===== src/hdl/siox_pkg.sv =====
// Purpose: shared constants and types of the serial I/O expander core
// Assumes: core clock of 50 MHz, all bus and pin inputs asynchronous
// Notes: port data is sent low byte first on reads
package siox_pkg;
    // Timing
    localparam int CLK_PERIOD_NS = 20;
    localparam int IRQ_VALID_NS = 4000;
    localparam int IV_CYC = IRQ_VALID_NS / CLK_PERIOD_NS;
    // Widths and field positions
    localparam int PORT_W = 16;
    localparam int BYTE_W = 8;
    localparam int RW_BIT = 0;
    localparam int FIFO_DEPTH = 8;
    localparam logic [5:0] ADDR_HI = 6'h10;
    localparam logic [3:0] BIT_ALL = 4'h8;
    localparam logic [3:0] BIT_LAST = 4'h7;
    // Layout of the synchroniser vector
    localparam int SY_SCL = PORT_W;
    localparam int SY_SDA = PORT_W + 1;
    localparam int SY_STRAP = PORT_W + 2;
    localparam int SY_RISE = PORT_W + 3;
    localparam int SY_FALL = PORT_W + 4;
    localparam int SYNC_W = PORT_W + 5;
    localparam logic [SYNC_W-1:0] SYNC_RST = {SYNC_W{1'b1}};
    // Bus states
    typedef enum logic [4:0]
    {
        ST_IDLE = 5'h01,
        ST_RX = 5'h02,
        ST_ACK = 5'h04,
        ST_TX = 5'h08,
        ST_TACK = 5'h10
    } siox_state_t;
    // Received byte with frame marker
    typedef struct packed
    {
        logic first;
        logic [BYTE_W-1:0] data;
    } siox_rx_t;
endpackage


===== src/hdl/siox_fifo.sv =====
// Purpose: small synchronous FIFO for received bytes
// Assumes: one clock, valid/ready on both sides
// Notes: in_ready falls only when every slot is taken
`timescale 1ns/100ps
module siox_fifo #(
    parameter int W = 9,
    parameter int DEPTH = 8
) (
    // Clock and reset
    input wire logic clk,
    input wire logic rst_b,
    // Filling side
    input wire logic in_valid,
    output logic in_ready,
    input wire logic [W-1:0] in_data,
    // Draining side
    output logic out_valid,
    input wire logic out_ready,
    output logic [W-1:0] out_data
);
    localparam int AW = $clog2(DEPTH);
    localparam int CW = $clog2(DEPTH + 1);
    localparam logic [CW-1:0] FULL = CW'(DEPTH);
    localparam logic [AW-1:0] LAST = AW'(DEPTH - 1);

    logic [W-1:0] mem [DEPTH];
    logic [AW-1:0] wr_ptr;
    logic [AW-1:0] rd_ptr;
    logic [CW-1:0] count;
    logic [AW-1:0] next_wr_ptr;
    logic [AW-1:0] next_rd_ptr;
    logic [CW-1:0] next_count;
    logic push;
    logic pop;

    assign in_ready = (count != FULL);
    assign out_valid = (count != '0);
    assign out_data = mem[rd_ptr];
    assign push = in_valid && in_ready;
    assign pop = out_valid && out_ready;

    always_comb
    begin
        next_wr_ptr = wr_ptr;
        next_rd_ptr = rd_ptr;
        next_count = count;
        if (push)
        begin
            next_wr_ptr = (wr_ptr == LAST) ? '0 : wr_ptr + 1'b1;
        end
        if (pop)
        begin
            next_rd_ptr = (rd_ptr == LAST) ? '0 : rd_ptr + 1'b1;
        end
        if (push && !pop)
        begin
            next_count = count + 1'b1;
        end
        else if (pop && !push)
        begin
            next_count = count - 1'b1;
        end
    end

    always_ff @(posedge clk or negedge rst_b)
    begin
        if (!rst_b)
        begin
            wr_ptr <= '0;
            rd_ptr <= '0;
            count <= '0;
        end
        else
        begin
            wr_ptr <= next_wr_ptr;
            rd_ptr <= next_rd_ptr;
            count <= next_count;
        end
    end

    // Storage has no reset
    always_ff @(posedge clk)
    begin
        if (push)
        begin
            mem[wr_ptr] <= in_data;
        end
    end
endmodule


===== src/hdl/siox_core.sv =====
// Purpose: serial I/O expander core: bus slave, port drivers, change interrupt
// Assumes: cfg_input and out_latch come from logic on clk
// Notes: received bytes leave through an 8-word FIFO
//
// Summary of operation
// Input pins have both high and low side drivers off.
// Output pins enable exactly one driver, chosen by the output latch bit.
// Any change on an input pin raises the interrupt after the valid delay.
// Interrupt clears when pins return to captured value or port is read.
// Read clears interrupt at ack or nack after SCL rises.
// After clearing, every later input change is detected again.
// Other slaves' traffic and output pins never touch the interrupt.
// Switching output to input may raise an interrupt on mismatch.
// Interrupt pin is open drain, only pulled low when asserted.
// Reset low holds all state at defaults; master holds minimum width.
// Power-on reset holds until supply rises, re-arms below fall threshold.
// Falling SDA while SCL high starts a transfer.
// Master sends address MSB first, direction in last bit.
// Matching address is acknowledged with SDA low through the ack pulse.
// Address strap stays stable from start to stop.
// SDA changes only while SCL low; otherwise start or stop.
// Rising SDA while SCL high is a stop; device goes idle.
// Bytes are eight bits plus an ack, any number per frame.
// Receiver acknowledges each byte; master acks all but the last. Core nacks a write byte when the FIFO is full.
// Master nack ends a read; device releases SDA for the stop.
// Address is 0100 00, strap bit, then direction bit.
// Transmitter releases SDA before the ack pulse.
// SCL and SDA are synchronised and filtered before detection.
`timescale 1ns/100ps
module siox_core #(
    parameter int FIFO_DEPTH = siox_pkg::FIFO_DEPTH
) (
    // Clock and reset
    input wire logic clk,
    input wire logic rst_b,
    // Serial bus
    input wire logic scl_in,
    input wire logic sda_in,
    output logic sda_out,
    output logic sda_oe,
    // Strap and supply monitor
    input wire logic addr_strap,
    input wire logic supply_above_rise,
    input wire logic supply_below_fall,
    // Port configuration
    input wire logic [siox_pkg::PORT_W-1:0] cfg_input,
    input wire logic [siox_pkg::PORT_W-1:0] out_latch,
    // Port pins
    input wire logic [siox_pkg::PORT_W-1:0] port_pins_in,
    output logic [siox_pkg::PORT_W-1:0] port_pins_out,
    output logic [siox_pkg::PORT_W-1:0] port_pins_oe,
    output logic [siox_pkg::PORT_W-1:0] high_side_driver,
    output logic [siox_pkg::PORT_W-1:0] low_side_driver,
    // Interrupt, open drain
    output logic int_n_out,
    output logic int_n_oe,
    // Received bytes
    output siox_pkg::siox_rx_t rx_word,
    output logic rx_valid,
    input wire logic rx_ready
);
    import siox_pkg::*;

    localparam int IV_CW = $clog2(IV_CYC);
    localparam logic [IV_CW-1:0] IV_MAX = IV_CW'(IV_CYC - 1);

    ////////////////////////////////////////////////////////////////////
    // Input synchroniser and filter

    logic [SYNC_W-1:0] sync1;
    logic [SYNC_W-1:0] sync2;
    logic [SYNC_W-1:0] sync3;
    logic [SYNC_W-1:0] filt;
    logic [SYNC_W-1:0] filt_q;
    logic [SYNC_W-1:0] next_filt;
    logic [SYNC_W-1:0] raw_in;

    assign raw_in = {supply_below_fall, supply_above_rise, addr_strap,
                     sda_in, scl_in, port_pins_in};

    // Level taken only when two stages agree
    always_comb
    begin
        next_filt = (~(sync2 ^ sync3) & sync2) | ((sync2 ^ sync3) & filt);
    end

    always_ff @(posedge clk or negedge rst_b)
    begin
        if (!rst_b)
        begin
            sync1 <= SYNC_RST;
            sync2 <= SYNC_RST;
            sync3 <= SYNC_RST;
            filt <= SYNC_RST;
            filt_q <= SYNC_RST;
        end
        else
        begin
            sync1 <= raw_in;
            sync2 <= sync1;
            sync3 <= sync2;
            filt <= next_filt;
            filt_q <= filt;
        end
    end

    logic [PORT_W-1:0] pin_f;
    logic scl_f;
    logic sda_f;
    logic strap_f;
    logic scl_rise;
    logic scl_fall;
    logic start_cond;
    logic stop_cond;

    assign pin_f = filt[PORT_W-1:0];
    assign scl_f = filt[SY_SCL];
    assign sda_f = filt[SY_SDA];
    assign strap_f = filt[SY_STRAP];
    assign scl_rise = scl_f && !filt_q[SY_SCL];
    assign scl_fall = !scl_f && filt_q[SY_SCL];
    assign start_cond = scl_f && filt_q[SY_SCL] && filt_q[SY_SDA] && !sda_f;
    assign stop_cond = scl_f && filt_q[SY_SCL] && !filt_q[SY_SDA] && sda_f;

    ////////////////////////////////////////////////////////////////////
    // Power-on reset with hysteresis

    logic por_hold;
    logic next_por_hold;

    always_comb
    begin
        next_por_hold = por_hold;
        if (filt[SY_FALL])
        begin
            next_por_hold = 1'b1;
        end
        else if (filt[SY_RISE])
        begin
            next_por_hold = 1'b0;
        end
    end

    always_ff @(posedge clk or negedge rst_b)
    begin
        if (!rst_b)
        begin
            por_hold <= 1'b1;
        end
        else
        begin
            por_hold <= next_por_hold;
        end
    end

    ////////////////////////////////////////////////////////////////////
    // Bus slave

    siox_state_t state;
    siox_state_t next_state;
    logic [3:0] cnt;
    logic [3:0] next_cnt;
    logic [BYTE_W-1:0] shreg;
    logic [BYTE_W-1:0] next_shreg;
    logic is_addr;
    logic next_is_addr;
    logic rw;
    logic next_rw;
    logic next_sda_oe;
    logic byte_sel;
    logic next_byte_sel;
    logic nack;
    logic next_nack;
    logic first;
    logic next_first;
    logic [PORT_W-1:0] snap;
    logic [PORT_W-1:0] next_snap;
    logic push;
    logic fifo_in_ready;
    logic [BYTE_W-1:0] tx_lo;
    logic [BYTE_W-1:0] tx_hi;
    siox_rx_t push_word;

    assign tx_lo = pin_f[BYTE_W-1:0];
    assign tx_hi = pin_f[PORT_W-1:BYTE_W];
    assign push_word = '{first: first, data: shreg};

    always_comb
    begin
        next_state = state;
        next_cnt = cnt;
        next_shreg = shreg;
        next_is_addr = is_addr;
        next_rw = rw;
        next_sda_oe = sda_oe;
        next_byte_sel = byte_sel;
        next_nack = nack;
        next_first = first;
        next_snap = snap;
        push = 1'b0;
        if (por_hold)
        begin
            next_state = ST_IDLE;
            next_cnt = '0;
            next_sda_oe = 1'b0;
            next_snap = pin_f;
        end
        else if (stop_cond)
        begin
            next_state = ST_IDLE;
            next_sda_oe = 1'b0;
        end
        else if (start_cond)
        begin
            next_state = ST_RX;
            next_cnt = '0;
            next_is_addr = 1'b1;
            next_sda_oe = 1'b0;
        end
        else
        begin
            case (state)
                ST_IDLE:
                begin
                    next_sda_oe = 1'b0;
                end
                ST_RX:
                begin
                    if (scl_rise)
                    begin
                        next_shreg = {shreg[BYTE_W-2:0], sda_f};
                        next_cnt = cnt + 4'h1;
                    end
                    else if (scl_fall && cnt == BIT_ALL)
                    begin
                        if (is_addr)
                        begin
                            // Strap is sampled live during the address byte
                            if (shreg[BYTE_W-1:RW_BIT+1] == {ADDR_HI, strap_f})
                            begin
                                next_state = ST_ACK;
                                next_sda_oe = 1'b1;
                                next_rw = shreg[RW_BIT];
                                next_byte_sel = 1'b0;
                                next_first = 1'b1;
                            end
                            else
                            begin
                                next_state = ST_IDLE;
                            end
                        end
                        else if (fifo_in_ready)
                        begin
                            push = 1'b1;
                            next_first = 1'b0;
                            next_state = ST_ACK;
                            next_sda_oe = 1'b1;
                        end
                        else
                        begin
                            next_state = ST_IDLE;
                        end
                    end
                end
                ST_ACK:
                begin
                    if (scl_fall)
                    begin
                        next_cnt = '0;
                        next_is_addr = 1'b0;
                        if (rw)
                        begin
                            next_state = ST_TX;
                            next_shreg = tx_lo;
                            next_sda_oe = !tx_lo[BYTE_W-1];
                        end
                        else
                        begin
                            next_state = ST_RX;
                            next_sda_oe = 1'b0;
                        end
                    end
                end
                ST_TX:
                begin
                    if (scl_fall)
                    begin
                        if (cnt == BIT_LAST)
                        begin
                            next_state = ST_TACK;
                            next_sda_oe = 1'b0;
                        end
                        else
                        begin
                            next_cnt = cnt + 4'h1;
                            next_shreg = {shreg[BYTE_W-2:0], 1'b0};
                            next_sda_oe = !shreg[BYTE_W-2];
                        end
                    end
                end
                ST_TACK:
                begin
                    if (scl_rise)
                    begin
                        next_nack = sda_f;
                        // Read of this port clears its pending change
                        if (byte_sel)
                        begin
                            next_snap[PORT_W-1:BYTE_W] = tx_hi;
                        end
                        else
                        begin
                            next_snap[BYTE_W-1:0] = tx_lo;
                        end
                    end
                    else if (scl_fall)
                    begin
                        if (nack)
                        begin
                            next_state = ST_IDLE;
                            next_sda_oe = 1'b0;
                        end
                        else
                        begin
                            next_state = ST_TX;
                            next_cnt = '0;
                            next_byte_sel = !byte_sel;
                            next_shreg = byte_sel ? tx_lo : tx_hi;
                            next_sda_oe = byte_sel ? !tx_lo[BYTE_W-1] : !tx_hi[BYTE_W-1];
                        end
                    end
                end
                default:
                begin
                    next_state = ST_IDLE;
                    next_sda_oe = 1'b0;
                end
            endcase
        end
    end

    always_ff @(posedge clk or negedge rst_b)
    begin
        if (!rst_b)
        begin
            state <= ST_IDLE;
            cnt <= '0;
            shreg <= '0;
            is_addr <= 1'b0;
            rw <= 1'b0;
            sda_oe <= 1'b0;
            sda_out <= 1'b0;
            byte_sel <= 1'b0;
            nack <= 1'b0;
            first <= 1'b0;
            snap <= '0;
        end
        else
        begin
            state <= next_state;
            cnt <= next_cnt;
            shreg <= next_shreg;
            is_addr <= next_is_addr;
            rw <= next_rw;
            sda_oe <= next_sda_oe;
            sda_out <= 1'b0;
            byte_sel <= next_byte_sel;
            nack <= next_nack;
            first <= next_first;
            snap <= next_snap;
        end
    end

    siox_fifo #(
        .W($bits(siox_rx_t)),
        .DEPTH(FIFO_DEPTH)
    ) u_fifo (
        .clk(clk),
        .rst_b(rst_b),
        .in_valid(push),
        .in_ready(fifo_in_ready),
        .in_data(push_word),
        .out_valid(rx_valid),
        .out_ready(rx_ready),
        .out_data(rx_word)
    );

    ////////////////////////////////////////////////////////////////////
    // Change interrupt

    logic mismatch;
    logic [IV_CW-1:0] iv_cnt;
    logic [IV_CW-1:0] next_iv_cnt;
    logic next_int_n_oe;

    // Only input pins compared against the captured value
    assign mismatch = |((pin_f ^ snap) & cfg_input);

    always_comb
    begin
        next_iv_cnt = '0;
        next_int_n_oe = 1'b0;
        if (mismatch && !por_hold)
        begin
            next_iv_cnt = (iv_cnt == IV_MAX) ? iv_cnt : iv_cnt + 1'b1;
            next_int_n_oe = int_n_oe || (iv_cnt == IV_MAX);
        end
    end

    always_ff @(posedge clk or negedge rst_b)
    begin
        if (!rst_b)
        begin
            iv_cnt <= '0;
            int_n_oe <= 1'b0;
            int_n_out <= 1'b0;
        end
        else
        begin
            iv_cnt <= next_iv_cnt;
            int_n_oe <= next_int_n_oe;
            int_n_out <= 1'b0;
        end
    end

    ////////////////////////////////////////////////////////////////////
    // Port drivers

    logic [PORT_W-1:0] next_high;
    logic [PORT_W-1:0] next_low;

    always_comb
    begin
        next_high = '0;
        next_low = '0;
        if (!por_hold)
        begin
            next_high = ~cfg_input & out_latch;
            next_low = ~cfg_input & ~out_latch;
        end
    end

    always_ff @(posedge clk or negedge rst_b)
    begin
        if (!rst_b)
        begin
            high_side_driver <= '0;
            low_side_driver <= '0;
            port_pins_oe <= '0;
            port_pins_out <= '0;
        end
        else
        begin
            high_side_driver <= next_high;
            low_side_driver <= next_low;
            port_pins_oe <= next_high | next_low;
            port_pins_out <= next_high;
        end
    end
endmodule


===== config.mk =====
export PLATFORM = sky130hd
export DESIGN_NAME = siox_core
export DESIGN_NICKNAME = d
export VERILOG_FILES = /design/src/hdl/siox_pkg.sv /design/src/hdl/siox_fifo.sv /design/src/hdl/siox_core.sv
export SDC_FILE = /design/constraint.sdc
export NUM_CORES = 1
export LEC_CHECK = 0
export ABC_CLOCK_PERIOD_IN_PS = 6800
export BUFFER_PORTS_ARGS = -buffer_cell sky130_fd_sc_hd__buf_2
export CAP_MARGIN = 20
export CORE_MARGIN = 4
export CORE_UTILIZATION = 45
export DETAILED_ROUTE_END_ITERATION = 8
export GPL_ROUTABILITY_DRIVEN = 0
export PLACE_DENSITY_LB_ADDON = 0.12
export SLEW_MARGIN = 40
export SYNTH_ARGS = -nofsm -noshare
export SYNTH_HDL_FRONTEND = slang
export SYNTH_SLANG_ARGS = --single-unit

===== constraint.sdc =====
create_clock -name clk -period 6.8 [get_ports clk]
set_clock_uncertainty 0.05 [all_clocks]
set_input_delay 1.02 -clock clk [delete_from_list [all_inputs] [get_ports clk]]
set_output_delay 1.02 -clock clk [all_outputs]
set_load 0.01 [all_outputs]

==> flow_summary_export.csv <==
group,metric,value,unit
placed_design,dp_hpwl,14800,um
routing,drt_iter0_drc,480,
final_layout,fillers,1794,
critical_path,cp-end-kind,"flip-flop",
clock_network,cts_num_sinks,265,
final_layout,final_area,0.0121,mm^2
clock_network,cts_setup_buffers,0,
placed_design,io_buffers,131,
clock_network,cts_root_buf,"clkbuf_16",
timing,hold_violations,0,
routing,vias_per_cell,5.42,
critical_path,startpoint,"state[2]",
status,outcome,"finished clean",
routing,firstDrtPassIters,5,
final_layout,stdcell_count,1096,
placed_design,placed_cell_area,0.0111,mm^2
critical_path,critPathKind,"flip-flop to flip-flop",
critical_path,critPathMaxStageDelay,0.59,ns
global_route,overflow,0,
synth,yosysSeqAreaShare,69.6,%
critical_path,worstPathMaxFanout,13,
timing,worstMarginPinSlew,0.753,ns
flow_run,drv_cap,0,
synth,ys_seq_elements,265,
final_layout,drive_above_1_share,41.9,%
timing,hold_ws,0.305,ns
synth,synthTopCellsByArea,"dfrtp_1 (26%), dfstp_2 (23%), edfxtp_1 (21%)",
final_layout,register_area,0.00711,mm^2
synth,synth_top_area_cell,"dfrtp_1",
synth,syn_area,0.0102,mm^2
timing,slew_violations,0,
synth,ys_async_sr_fraction,72.8,%
clock_network,path_clk_slew,0.07,ns
critical_path,crit_required,7.16,ns
die,start_util,46.2,%
critical_path,endpoint,"u_fifo.count[3]",
routing,num_vias,5944,
critical_path,startpoint_type,"flip-flop",
critical_path,cp_data_arrival_time,3.88,ns
clock_network,cts_hold_buf,0,
die,io_pins,134,
min_path,hold_path_class,"flip-flop to flip-flop",
critical_path,r2r_start,"state[2]",
clock_network,ctsResizeCount,0,
min_path,holdPathStages,0,
routing,drc,0,
power_and_ir_drop,pwr_density_cell,293,mW/mm^2
routing,routedWlPerCell,19.7,um
global_route,grt_antenna_before_repair,1,
routing,ant_nets,0,
placed_design,dpl.cell_count,1046,
critical_path,path_delay_family,"simple AND/OR/NAND/NOR gates",
final_layout,multiInputGateArea,0.00286,mm^2
critical_path,cp.depth,14,
timing,setup_tns,0,ns
timing,maxSlewHeadroom,49.6,%
synth,synth.avg_cell_area,15.4,um^2
critical_path,cp_slowest_cell,"or4b_4",
synth,ys_top_cells_by_count,"dfrtp_1 (105), dfstp_2 (88), edfxtp_1 (72), nor2_1 (48), mux2_2 (36)",
synth,ys_warn_count,0,
die,fp-row-count,54,
die,chipHeight,159,um
synth,synth_edf_count,72,
timing,fin_crit_sh,51.7,%
power_and_ir_drop,irDropWorstVdd,0.202,mV
timing,setup_viol,0,
die,fp.dieW,159,um
timing,fin_crit,3.52,ns
critical_path,path_buf_inv,2,
global_route,grt_pass1_vias,6370,
final_layout,area_growth,18.1,%
clock_network,clock_path_buffers,3,
critical_path,reg2reg_slack,3.28,ns
critical_path,path_cells,"or4b_4, nor2_1, nand2_1, nor3_1, nand2_1, inv_1, ha_1, inv_1, ha_1, a21o_1, a21oi_1, xnor2_1, nor2_1, xor2_1",
final_layout,nNetsFinal,862,
synth,synth_top_area_share,25.8,%
global_route,grtUsageTotal,17.5,%
synth,synthMostInstantiatedCell,"dfrtp_1",
synth,synth.distinct_cells,62,
power_and_ir_drop,cellLeakagePower,4.92,nW
global_route,grt_max_degree,121,
synth,synthCells,662,
timing,timing.fmax,0.284,GHz
critical_path,r2r-end,"u_fifo.count[3]",
global_route,grt_pass1_wl,34600,um
final_layout,antenna_cells,0,
die,core_region_area,0.0221,mm^2
synth,synth_flop_cell,"dfrtp_1",
critical_path,r2r_cells,14,
clock_network,clk-insertion-delay-late,0.52,ns
clock_network,numCtsBuffers,27,
routing,wirelength,21600,um
clock_network,cts_tree,"yes",
timing,rsz0062_at_grt,"false",
die,die-area,0.0251,mm^2
clock_network,htreeDepth,1,
## worst register-to-register path: stages (launching register included)
cell and delay, ns:
dfrtp_1 0.50, or4b_4 0.60, nor2_1 0.16, nand2_1 0.11
nor3_1 0.25, nand2_1 0.18, inv_1 0.22, ha_1 0.23
inv_1 0.10, ha_1 0.30, a21o_1 0.18, a21oi_1 0.18
xnor2_1 0.14, nor2_1 0.06, xor2_1 0.14
## layout make-up
type / count / share of cell area (%)
Sequential cell: 265 / 59.0
Timing Repair Buffer: 138 / 6.07
Clock buffer: 31 / 6.07
Inverter: 18 / 0.561
Multi-Input combinational cell: 345 / 23.7
Clock inverter: 19 / 1.69
Tap cell: 280 / 2.91
## metal layers
layer | global-route usage (%) | vias up | share of wire (%)
li1 | - | 2666 | -
met1 | 23.3 | 3001 | 41
met2 | 29.1 | 244 | 49
met3 | 4.51 | 31 | 8.3
met4 | 4.14 | 2 | 1.6
met5 | 0 | - | 0.032
## state kept, by name, indices dropped and copies added, names as in the netlist, 2 cells and up, named ones only
name	flops
u_fifo.mem	72
iv_cnt	8
sync3	21
u_fifo.rd_ptr	3
filt_q	2
shreg	8
port_pins_oe	16
cnt	4
high_side_driver	16
u_fifo.wr_ptr	3
sync1	21
sync2	21
snap	16
low_side_driver	16
state	5
u_fifo.count	4
## worst min-delay path by stage
stage	startpoint	endpoint	slack, ns
6_report	sync1[2]	sync2[2]	0.30
2_1_floorplan	sync1[0]	sync2[0]	0.30
3_3_place_gp	sync1[3]	sync2[3]	0.30
3_5_place_dp	sync1[2]	sync2[2]	0.30
5_1_grt	sync1[4]	sync2[4]	0.31
4_1_cts	sync1[2]	sync2[2]	0.31
## power breakdown
group	switching [mW]	total [mW]	internal, mW
logic	0.114	0.203	0.0890
registers	0.0640	1.79	1.73
clock network	0.606	1.53	0.925
total	0.784	3.53	2.74
## placed cells by master, fill, tap and decap left out, drive strengths merged, types with 13 or more instances in the layout
master,instances
xor2,26
mux2,36
dfrtp,105
dfstp,88
clkbuf,32
maj3,21
buf,137
nor2,48
mux4,18
and2,16
edfxtp,72
clkinv,13
nor3,26
inv,19
nand2,13
## kinds of logic after synthesis
family                     share of synthesized area (%)
muxes                                               8.83
AOI/OAI and AO/OA                                   4.76
DFF                                                 69.6
and+or+nand+nor                                     7.84
other                                             0.0368
adders and majority gates                           3.48
buffers and inverters                               2.71
xor gates and xnor gates                            2.75
## stage by stage
step	setup slack (ns)	utilization, %	total power [mW]
2_1_floorplan	3.77	-	1.92
5_1_grt	3.01	54.5	3.68
4_1_cts	3.28	54.5	3.58
6_report	3.28	54.5	3.53
3_3_place_gp	3.41	50.1	2.02
3_5_place_dp	3.32	50.3	2.03
Note: power is estimated with default switching activity, not from simulation.
